==> config.mk <==
export PLATFORM = sky130hd
export DESIGN_NAME = output_pin_select
export DESIGN_NICKNAME = d
export VERILOG_FILES = /design/src/pin_select_pkg.sv /design/src/output_pin_select.sv /design/src/output_route.sv
export VERILOG_INCLUDE_DIRS = /design/src
export SDC_FILE = /design/constraint.sdc
export NUM_CORES = 1
export LEC_CHECK = 0
export ABC_AREA = 1
export BUFFER_PORTS_ARGS = -buffer_cell sky130_fd_sc_hd__buf_2
export CAP_MARGIN = 0
export CORE_MARGIN = 5
export CORE_UTILIZATION = 55
export CTS_CLUSTER_SIZE = 30
export DETAILED_ROUTE_END_ITERATION = 7
export PLACE_DENSITY = 0.91
export REMOVE_ABC_BUFFERS = 1
export SLEW_MARGIN = 30
export SYNTH_ARGS = -nofsm -noshare
export SYNTH_HDL_FRONTEND = slang
export SYNTH_SLANG_ARGS = --single-unit
==> constraint.sdc <==
create_clock -name mclk -period 3.45 [get_ports mclk]
set_clock_uncertainty 0.05 [all_clocks]
set_input_delay 0.69 -clock mclk [delete_from_list [all_inputs] [get_ports mclk]]
set_output_delay 0.69 -clock mclk [all_outputs]
set_load 0.02 [all_outputs]
==> src/pin_select_defines.svh <==
// Offsets, field positions, reset values and select codes of the output pin select block
`ifndef PIN_SELECT_DEFINES_SVH
`define PIN_SELECT_DEFINES_SVH
`define OFS_OUTSEL_56_57 12'h0000
`define OFS_OUTSEL_97 12'h0004
`define OFS_DIR 12'h0008
`define OFS_ANALOG 12'h000C
`define OFS_PORT_OUT 12'h0010
`define OFS_PIN_IN 12'h0014
`define OUTSEL_RESET 16'h0000
`define DIR_RESET 3'h7
`define ANALOG_RESET 3'h7
`define PIN57_LSB 8
`define PIN56_LSB 0
`define PIN97_LSB 8
`define SEL_DEFAULT 6'h00
`define SEL_UART_ONE 6'h01
`define SEL_UART_TWO 6'h03
`define SEL_SPI_DATA 6'h08
`define SEL_SPI_CLOCK 6'h09
`define SEL_SPI_SELECT 6'h0A
`define SEL_CAN 6'h0E
`define SEL_COMPARE_ONE 6'h10
`define SEL_COMPARE_TWO 6'h11
`define SEL_COMPARE_THREE 6'h12
`define SEL_COMPARE_FOUR 6'h13
`define SEL_CMP_ONE 6'h18
`define SEL_CMP_TWO 6'h19
`define SEL_CMP_THREE 6'h1A
`define SEL_PWM_SYNC 6'h2D
`define SEL_ENCODER 6'h2F
`define SEL_REFCLK 6'h31
`define SEL_CMP_FOUR 6'h32
`endif

==> src/pin_select_pkg.sv <==
// Types shared by the output pin select block
package pin_select_pkg;
  typedef logic [5:0] sel_t;
  typedef logic [15:0] peri_t;
endpackage : pin_select_pkg

==> src/output_pin_select.sv <==
// APB register file and pin drivers for three remappable output pins
// Notes on behaviour
// - Each pin has a 6-bit select field
// - Fields reset to zero, meaning default port
// - Codes 1 and 3 route UART transmits
// - Codes 8-10 route SPI three outputs
// - Code 14 routes CAN transmit if present
// - Codes 16-19 route compare outputs one-four
// - Codes 24-26 and 50 route comparators
// - Code 45 routes PWM sync, motor variants
// - Code 47 encoder compare, 49 reference clock (driven low on motor variants)
// - No interlock; any field combination accepted
// - Direction bits gate only output driver
// - Active peripheral output forces driver on
// - Analog pins come up analog after reset
// - Only analog select gates input buffer; a clear bit enables it
// - Register six: pin57 bits 13-8, pin56 5-0
// - Register seven: pin97 bits 13-8 only
`timescale 1ns/10ps
`include "pin_select_defines.svh"
module output_pin_select (
  input wire logic mclk,
  input wire logic rst,
  input wire logic psel,
  input wire logic penable,
  input wire logic pwrite,
  input wire logic [11:0] paddr,
  input wire logic [31:0] pwdata,
  output logic [31:0] prdata,
  output logic pready,
  output logic pslverr,
  input wire logic [15:0] peri,
  input wire logic has_can,
  input wire logic has_motor,
  input wire logic [2:0] pin_in,
  output logic [2:0] pin_out,
  output logic [2:0] pin_oe,
  output logic [2:0] input_buffer_en,
  output logic [2:0] digital_in
);
  // Pin order in every 3-bit vector: 0 = pin 56, 1 = pin 57, 2 = pin 97
  pin_select_pkg::sel_t pin56_output_select;
  pin_select_pkg::sel_t pin57_output_select;
  pin_select_pkg::sel_t pin97_output_select;
  logic [2:0] pin_direction_bits;
  logic [2:0] analog_select;
  logic [2:0] port_out;
  logic [2:0] route_data;
  logic [2:0] route_active;
  logic [2:0] next_pin_out;
  logic [2:0] next_pin_oe;
  logic access;
  logic wr;
  logic mapped;
  logic [31:0] next_prdata;

  function automatic logic hit(input logic [11:0] a, input logic [11:0] ofs);
    hit = (a == ofs);
  endfunction : hit

  assign access = psel & penable;
  assign wr = access & pwrite;
  assign mapped = hit(paddr, `OFS_OUTSEL_56_57) | hit(paddr, `OFS_OUTSEL_97) | hit(paddr, `OFS_DIR) |
                  hit(paddr, `OFS_ANALOG) | hit(paddr, `OFS_PORT_OUT) | hit(paddr, `OFS_PIN_IN);
  // Zero wait states keeps the slave trivially predictable
  assign pready = access;
  assign pslverr = access & ~mapped;

  // Fields written independently; no cross-field checks
  always_ff @(posedge mclk or posedge rst) begin
    if (rst) begin
      pin56_output_select <= 6'h00;
      pin57_output_select <= 6'h00;
      pin97_output_select <= 6'h00;
    end else if (wr && hit(paddr, `OFS_OUTSEL_56_57)) begin
      pin57_output_select <= pwdata[`PIN57_LSB +: 6];
      pin56_output_select <= pwdata[`PIN56_LSB +: 6];
    end else if (wr && hit(paddr, `OFS_OUTSEL_97)) begin
      pin97_output_select <= pwdata[`PIN97_LSB +: 6];
    end
  end

  always_ff @(posedge mclk or posedge rst) begin
    if (rst) begin
      pin_direction_bits <= `DIR_RESET;
    end else if (wr && hit(paddr, `OFS_DIR)) begin
      pin_direction_bits <= pwdata[2:0];
    end
  end

  always_ff @(posedge mclk or posedge rst) begin
    if (rst) begin
      analog_select <= `ANALOG_RESET;
    end else if (wr && hit(paddr, `OFS_ANALOG)) begin
      analog_select <= pwdata[2:0];
    end
  end

  always_ff @(posedge mclk or posedge rst) begin
    if (rst) begin
      port_out <= 3'h0;
    end else if (wr && hit(paddr, `OFS_PORT_OUT)) begin
      port_out <= pwdata[2:0];
    end
  end

  always_comb begin
    next_prdata = 32'h0000_0000;
    if (hit(paddr, `OFS_OUTSEL_56_57)) begin
      next_prdata = {18'h0_0000, pin57_output_select, 2'h0, pin56_output_select};
    end else if (hit(paddr, `OFS_OUTSEL_97)) begin
      next_prdata = {18'h0_0000, pin97_output_select, 8'h00};
    end else if (hit(paddr, `OFS_DIR)) begin
      next_prdata = {29'h0000_0000, pin_direction_bits};
    end else if (hit(paddr, `OFS_ANALOG)) begin
      next_prdata = {29'h0000_0000, analog_select};
    end else if (hit(paddr, `OFS_PORT_OUT)) begin
      next_prdata = {29'h0000_0000, port_out};
    end else if (hit(paddr, `OFS_PIN_IN)) begin
      next_prdata = {29'h0000_0000, digital_in};
    end
  end

  // Read data registered at the setup cycle so it is stable in the access phase
  always_ff @(posedge mclk or posedge rst) begin
    if (rst) begin
      prdata <= 32'h0000_0000;
    end else if (psel && !penable && !pwrite) begin
      prdata <= next_prdata;
    end
  end

  output_route u_route56 (
    .sel(pin56_output_select),
    .peri(peri),
    .has_can(has_can),
    .has_motor(has_motor),
    .route_data(route_data[0]),
    .route_active(route_active[0])
  );
  output_route u_route57 (
    .sel(pin57_output_select),
    .peri(peri),
    .has_can(has_can),
    .has_motor(has_motor),
    .route_data(route_data[1]),
    .route_active(route_active[1])
  );
  output_route u_route97 (
    .sel(pin97_output_select),
    .peri(peri),
    .has_can(has_can),
    .has_motor(has_motor),
    .route_data(route_data[2]),
    .route_active(route_active[2])
  );

  always_comb begin
    next_pin_out = (route_active & route_data) | (~route_active & port_out);
    // Direction 1 means input; a routed output overrides it
    next_pin_oe = route_active | ~pin_direction_bits;
  end

  // Registered pin drive adds one cycle of latency but removes glitches
  always_ff @(posedge mclk or posedge rst) begin
    if (rst) begin
      pin_out <= 3'h0;
      pin_oe <= 3'h0;
    end else begin
      pin_out <= next_pin_out;
      pin_oe <= next_pin_oe;
    end
  end

  // Input buffer follows the analog select alone, never direction
  assign input_buffer_en = ~analog_select;
  assign digital_in = pin_in & input_buffer_en;
endmodule : output_pin_select

==> src/output_route.sv <==
// One pin's peripheral output multiplexer
`timescale 1ns/10ps
`include "pin_select_defines.svh"
module output_route (
  input wire pin_select_pkg::sel_t sel,
  input wire pin_select_pkg::peri_t peri,
  input wire has_can,
  input wire has_motor,
  output logic route_data,
  output logic route_active
);
  always_comb begin
    route_data = 1'b0;
    route_active = 1'b1;
    unique case (sel)
      `SEL_UART_ONE: route_data = peri[0];
      `SEL_UART_TWO: route_data = peri[1];
      `SEL_SPI_DATA: route_data = peri[2];
      `SEL_SPI_CLOCK: route_data = peri[3];
      `SEL_SPI_SELECT: route_data = peri[4];
      `SEL_CAN: begin
        route_data = peri[5] & has_can;
        route_active = has_can;
      end
      `SEL_COMPARE_ONE: route_data = peri[6];
      `SEL_COMPARE_TWO: route_data = peri[7];
      `SEL_COMPARE_THREE: route_data = peri[8];
      `SEL_COMPARE_FOUR: route_data = peri[9];
      `SEL_CMP_ONE: route_data = peri[10];
      `SEL_CMP_TWO: route_data = peri[11];
      `SEL_CMP_THREE: route_data = peri[12];
      `SEL_CMP_FOUR: route_data = peri[13];
      `SEL_PWM_SYNC: begin
        route_data = peri[14] & has_motor;
        route_active = has_motor;
      end
      `SEL_ENCODER: begin
        route_data = peri[15] & has_motor;
        route_active = has_motor;
      end
      `SEL_REFCLK: route_data = peri[15] & ~has_motor;
      default: route_active = 1'b0;
    endcase
  end
endmodule : output_route

* Word level (Yosys, flattened, before mapping)
Index checks and enable logic that the tools add are counted.
** Word-level totals
- Output and inout bits :: 46
- Flip-flop bits (word level) :: 65
- Word-level logic and storage cells :: 117
- Input bits :: 70
** Operators by class
- Muxes and demuxes :: 12
- Reductions and logical operators :: 17
- Bitwise operators :: 23
- Equal/unequal tests :: 56
** Operators with widths (number)
- $eq A6 B5 Y1 const B :: 21
- $eq A6 B4 Y1 const B :: 12
- $eq A6 B6 Y1 const B :: 12
- $pmux W1 S17 :: 3
- $reduce_or A14 Y1 :: 3
- $mux W14 :: 2
- $eq A12 B4 Y1 const B :: 2
- $eq A12 B5 Y1 const B :: 2
- $eq A6 B1 Y1 const B :: 3
- $eq A6 B2 Y1 const B :: 3
- $eq A12 B3 Y1 const B :: 1
- $logic_not A12 Y1 :: 1
- $mux W3 :: 4
- $and A3 B3 Y3 :: 3
- $not A3 Y3 :: 3
- $pmux W1 S3 :: 3
- $and A1 B1 Y1 :: 7
- $logic_and A1 B1 Y1 :: 7
- $or A3 B3 Y3 :: 2
- $reduce_or A2 Y1 :: 3
- $or A1 B1 Y1 :: 5
- $not A1 Y1 :: 3
- $logic_not A1 Y1 :: 2
- $reduce_and A2 Y1 :: 1

* Logic depth before layout (Yosys ltp)
- Depth in word-level cells :: 8
- Gate-level depth with buffers :: 11
- Mapped depth without buffers :: 11

* By module
From an unflattened synthesis, not the netlist that was laid out.
** Unflattened totals
- Cells, all modules :: 573
- Area, all modules :: 3759.9 µm²
** Modules (own cells, without submodules)
- output_pin_select :: sequential area each 1133.6 µm², area an instance 2449.8 µm², cells each 285, times used 1
- output_route :: sequential area each 0.0 µm², area an instance 436.7 µm², cells each 96, times used 3

* Least setup slack after synthesis
No wires, ideal clock.
- Path kind :: input port to output port
- Start point :: in paddr[2]
- End point :: out pslverr
- Path slack :: 0.996 ns
- Stages on the path :: 7
- Arrival :: 1.714 ns
- Path through :: inv_1 nor2_1 nand2_1 inv_1 nand2_4 nand2_1 nor4_2
** On the way
- Cells in the longest elaborated chain, start to end :: 8
- Elaborated cells on any way between the ends :: 13
- Classes of those cells :: eq/ne (5); bitwise (7); reduce/logical (1)
** RTL lines
- start, declared :: RTL line output_pin_select.sv:27 : input wire logic [11:0] paddr,
- $eq A12 B3 Y1 / $logic_not A12 Y1 (equally long branches) :: RTL line output_pin_select.sv:58 : hit = (a == ofs);
- $or A1 B1 Y1 (4 in series) :: RTL line output_pin_select.sv:63 : assign mapped = hit(paddr, `OFS_OUTSEL_56_57) | hit(paddr, `OFS_OUTSEL_97) | hit(paddr, `OFS_DIR) |
- $or A1 B1 Y1 * :: RTL line output_pin_select.sv:63
- $not A1 Y1 * :: RTL line output_pin_select.sv:67 : assign pslverr = access & ~mapped;
- $and A1 B1 Y1 * :: RTL line output_pin_select.sv:67
- end, declared :: RTL line output_pin_select.sv:31 : output logic pslverr,
Mark *: on every way between the ends. The rest lies on a longest branch, timed or not.

* Final worst setup path
Same ends and word-level chain as after synthesis.

==> run_results.csv <==
group,metric,value,unit
route,ant_nets,0,
clock_network,htreeDepth,2,
clock_network,hold_buffers,0,
yosys,yosysWarningCount,0,
clock_network,path_clk_slew,80,ps
worst_setup_path,cp_slowest_cell,"nor4_2",
route,drc,0,
route,route.met2.wl,4840,µm
route,drtPass1Iterations,6,
floorplan,start_util,55.6,%
floorplan,die_width,89.5,µm
route,top_layer_used,"met4",
yosys,netlist_instances,494,
route,wl_met1,3820,µm
placed_design,dp_cells,641,
route,drt_iter0_drc,235,
yosys,synth.lib_cells_used.distinct,38,
sta,rsz0062_at_grt,"no",
final_layout,fill_cells,575,
worst_setup_path,slowest_delay,240,ps
status,status,"complete, no violations",
global_route,grt_pass1_wl,15500,µm
yosys,yosys.area.top_type,"dfrtp_1",
yosys,synthTopCellsByArea,"dfrtp_1 28%, nand2_1 11%, inv_1 7.6%, nand3_1 6.6%, nor2_1 5.9%",
placed_design,dp_worst_setup_slack,830,ps
final_layout,areaGrowthSynthToFinish,13.5,%
power,power.density,292,mW/mm²
worst_setup_path,crit_family,"simple AND/OR/NAND/NOR gates",
clock_network,cts_sinks,45,
power,comb_power_share,15.8,%
floorplan,ioPinCount,116,
yosys,ys.flop_type,"dfrtp_1",
clock_network,cts_setup_buffers,0,
sta,tightestPinTransition,756,ps
final_layout,drive_gt1_share,27.3,%
yosys,synth-seq-cells,45,
power,p_leak,2.09,nW
worst_setup_path,start_kind,"primary input",
clock_network,cts-resized-gates,0,
yosys,synthArstFlopShare,100,%
worst_hold_path,hold_path_class,"primary input to async pin",
placed_design,place_area,0.00383,mm²
placed_design,hpwl,7690,µm
clock_network,cts_inserted_buffers,5,
sta,final.min_clock_period,2650,ps
worst_setup_path,critPathMaxFanout,7,
worst_setup_path,cp_data_required_time,2710,ps
global_route,grt_pass1_vias,3368,
route,drt-wirelength-per-cell,14.7,µm
worst_setup_path,crit_type,"primary input to output pin",
sta,worst_slack,796,ps
global_route,grt_remaining_overflow,0,
final_layout,stdcell_area,0.00394,mm²
sta,setup_violations,0,
yosys,yosysTopAreaCellShare,28.1,%
final_layout,nets,641,
clock_network,clk_latency,300,ps
clock_network,cts_tree,"yes",
power,seq_power_share,48.0,%
route,avgViaCountPerCell,5.43,
final_layout,utilization,63.2,%
final_layout,antennaDiodeCount,0,
route,via_count,3521,
global_route,grt_max_degree,26,
worst_setup_path,path_cells,"buf_2 > inv_1 > nor2_1 > nand2_1 > inv_1 > nand2_4 > nand2_1 > nor4_2 > buf_2",
power,switching_power,0.311,mW
floorplan,die_area,0.00800,mm²
sta,report.final.slew_viol_count,0,
floorplan,die_height,89.5,µm
yosys,synthesis.area,0.00347,mm²
power,swShare,27.0,%
run,max_cap_viol_count,0,
sta,setup_tns,0,ps
worst_setup_path,cp-end-kind,"output pin",
global_route,track_usage,25.0,%
sta,period_share,76.9,%
sta,fmax,377,MHz
route,drt-total-wl,9570,µm
yosys,ys_seq_area_share,32.6,%
worst_setup_path,arrival,1910,ps
worst_setup_path,cp_num_buf_inv,4,
clock_network,clock-root-buffer,"clkbuf_8",
sta,relSlewSlack,49.3,%
yosys,synth_edf_count,0,
floorplan,row_count,29,
placed_design,gp_congestion,0.908,
global_route,antenna_found_initial,0,
sta,finalHoldViolations,0,
yosys,synth.avg_cell_area,7.03,µm²
final_layout,fin_cells,649,
sta,timing.hold.ws,368,ps
power,p_clk_share,36.2,%
clock_network,clock_path_buffers,2,
placed_design,portBuffers,75,
floorplan,core_area,0.00624,mm²
power,total_power,1.15,mW
power,internal_power,0.840,mW
power,ir_drop,0.226,mV
route,wl_met3,576,µm
logic make-up (layout without fill, tap and decap cells):
kind of cell | count (synthesis) | count (layout) | synth area share [%]
AOI/OAI and AO/OA | 77 | 77 | 15.2
buffers and inverters | 106 | 165 | 14.5
muxes | 1 | 1 | 0.432
and+or+nand+nor | 264 | 264 | 37.1
other | 1 | 20 | 0.108
DFF | 45 | 45 | 32.6
power by group through the flow:
stage                     clock, mW  sequential (mW)  combinational (mW)
after CTS                     0.420            0.553               0.183
final                         0.416            0.553               0.182
after global routing          0.437            0.556               0.200
after global placement            0            0.562               0.179
after detailed placement          0            0.563               0.182
after floorplan                   0            0.584              0.0864
worst paths after layout:
path | end | slack [ps] | cells past startpoint | start
max | pslverr | 800 | 9 | paddr[2]
min | pin57_output_select[2]$_DFFE_PP0P_ | 370 | 2 | rst
min reg2reg | pin_oe[1]$_DFF_PP0_ | 430 | 1 | pin_direction_bits[1]$_DFFE_PP1P_
max in group asynchronous | pin_direction_bits[0]$_DFFE_PP1P_ | 2220 | 3 | rst
max reg2reg | pin_out[2]$_DFF_PP0_ | 1790 | 7 | pin97_output_select[5]$_DFFE_PP0P_
min in group mclk | pin_oe[1]$_DFF_PP0_ | 430 | 1 | pin_direction_bits[1]$_DFFE_PP1P_
area by class of cell:
class                   instances  area (µm²)  area share, %
clock buffers                   7        86.3           2.19
clock inverters                 1        30.0          0.762
inverters                      80         300           7.62
multi-input cells             362        1910           48.3
flip-flops and latches         45        1130           28.8
well taps                      77        96.3           2.44
repair buffers                 77         390           9.90
cells in the mapped netlist (3+ instances only):
cell        n
buf_6       3
dfstp_2     6
nand2_1   105
nor2_1     55
nand4_1    12
o21ai_1    17
dfrtp_1    39
o211ai_1    3
inv_1      70
o221ai_2    5
nor2_2     14
o21ai_2     9
buf_4      22
o21a_1      6
nand3_1    46
nand2_4     4
nor3_1      4
o22ai_1    11
nand2_2     6
nor2_4      4
or2_2       3
o21ai_0    18
a21oi_2     3
inv_2      10
flip-flops by register name, indices dropped and copies added, names as in the netlist:
signal,flops
prdata,12
pin56_output_select,6
pin57_output_select,6
pin97_output_select,6
analog_select,3
pin_direction_bits,3
pin_oe,3
pin_out,3
port_out,3
placed cells by master, fill, tap and decap left out, drive strengths merged:
master   instances
a21boi           1
or2              5
nand2          115
nand3b           1
dfstp            6
o211ai           3
o21ai           44
o221ai           5
nor2            75
inv             79
nor3             4
clkbuf           7
nand4           13
o21a             6
mux2             1
clkinv           1
nand3           49
nor4             1
conb            20
bufinv           1
dfrtp           39
and3             1
o2111ai          2
buf             77
o22ai           11
a21oi            5
layer usage:
layer / global-route usage [%] / vias to the layer above
met1: 29.8 / 1640
met2: 44.2 / 128
met4: 10.8 / 0
met5: 0 / -
li1: - / 1719
met3: 3.96 / 34
(Power assumes the default switching activity.)
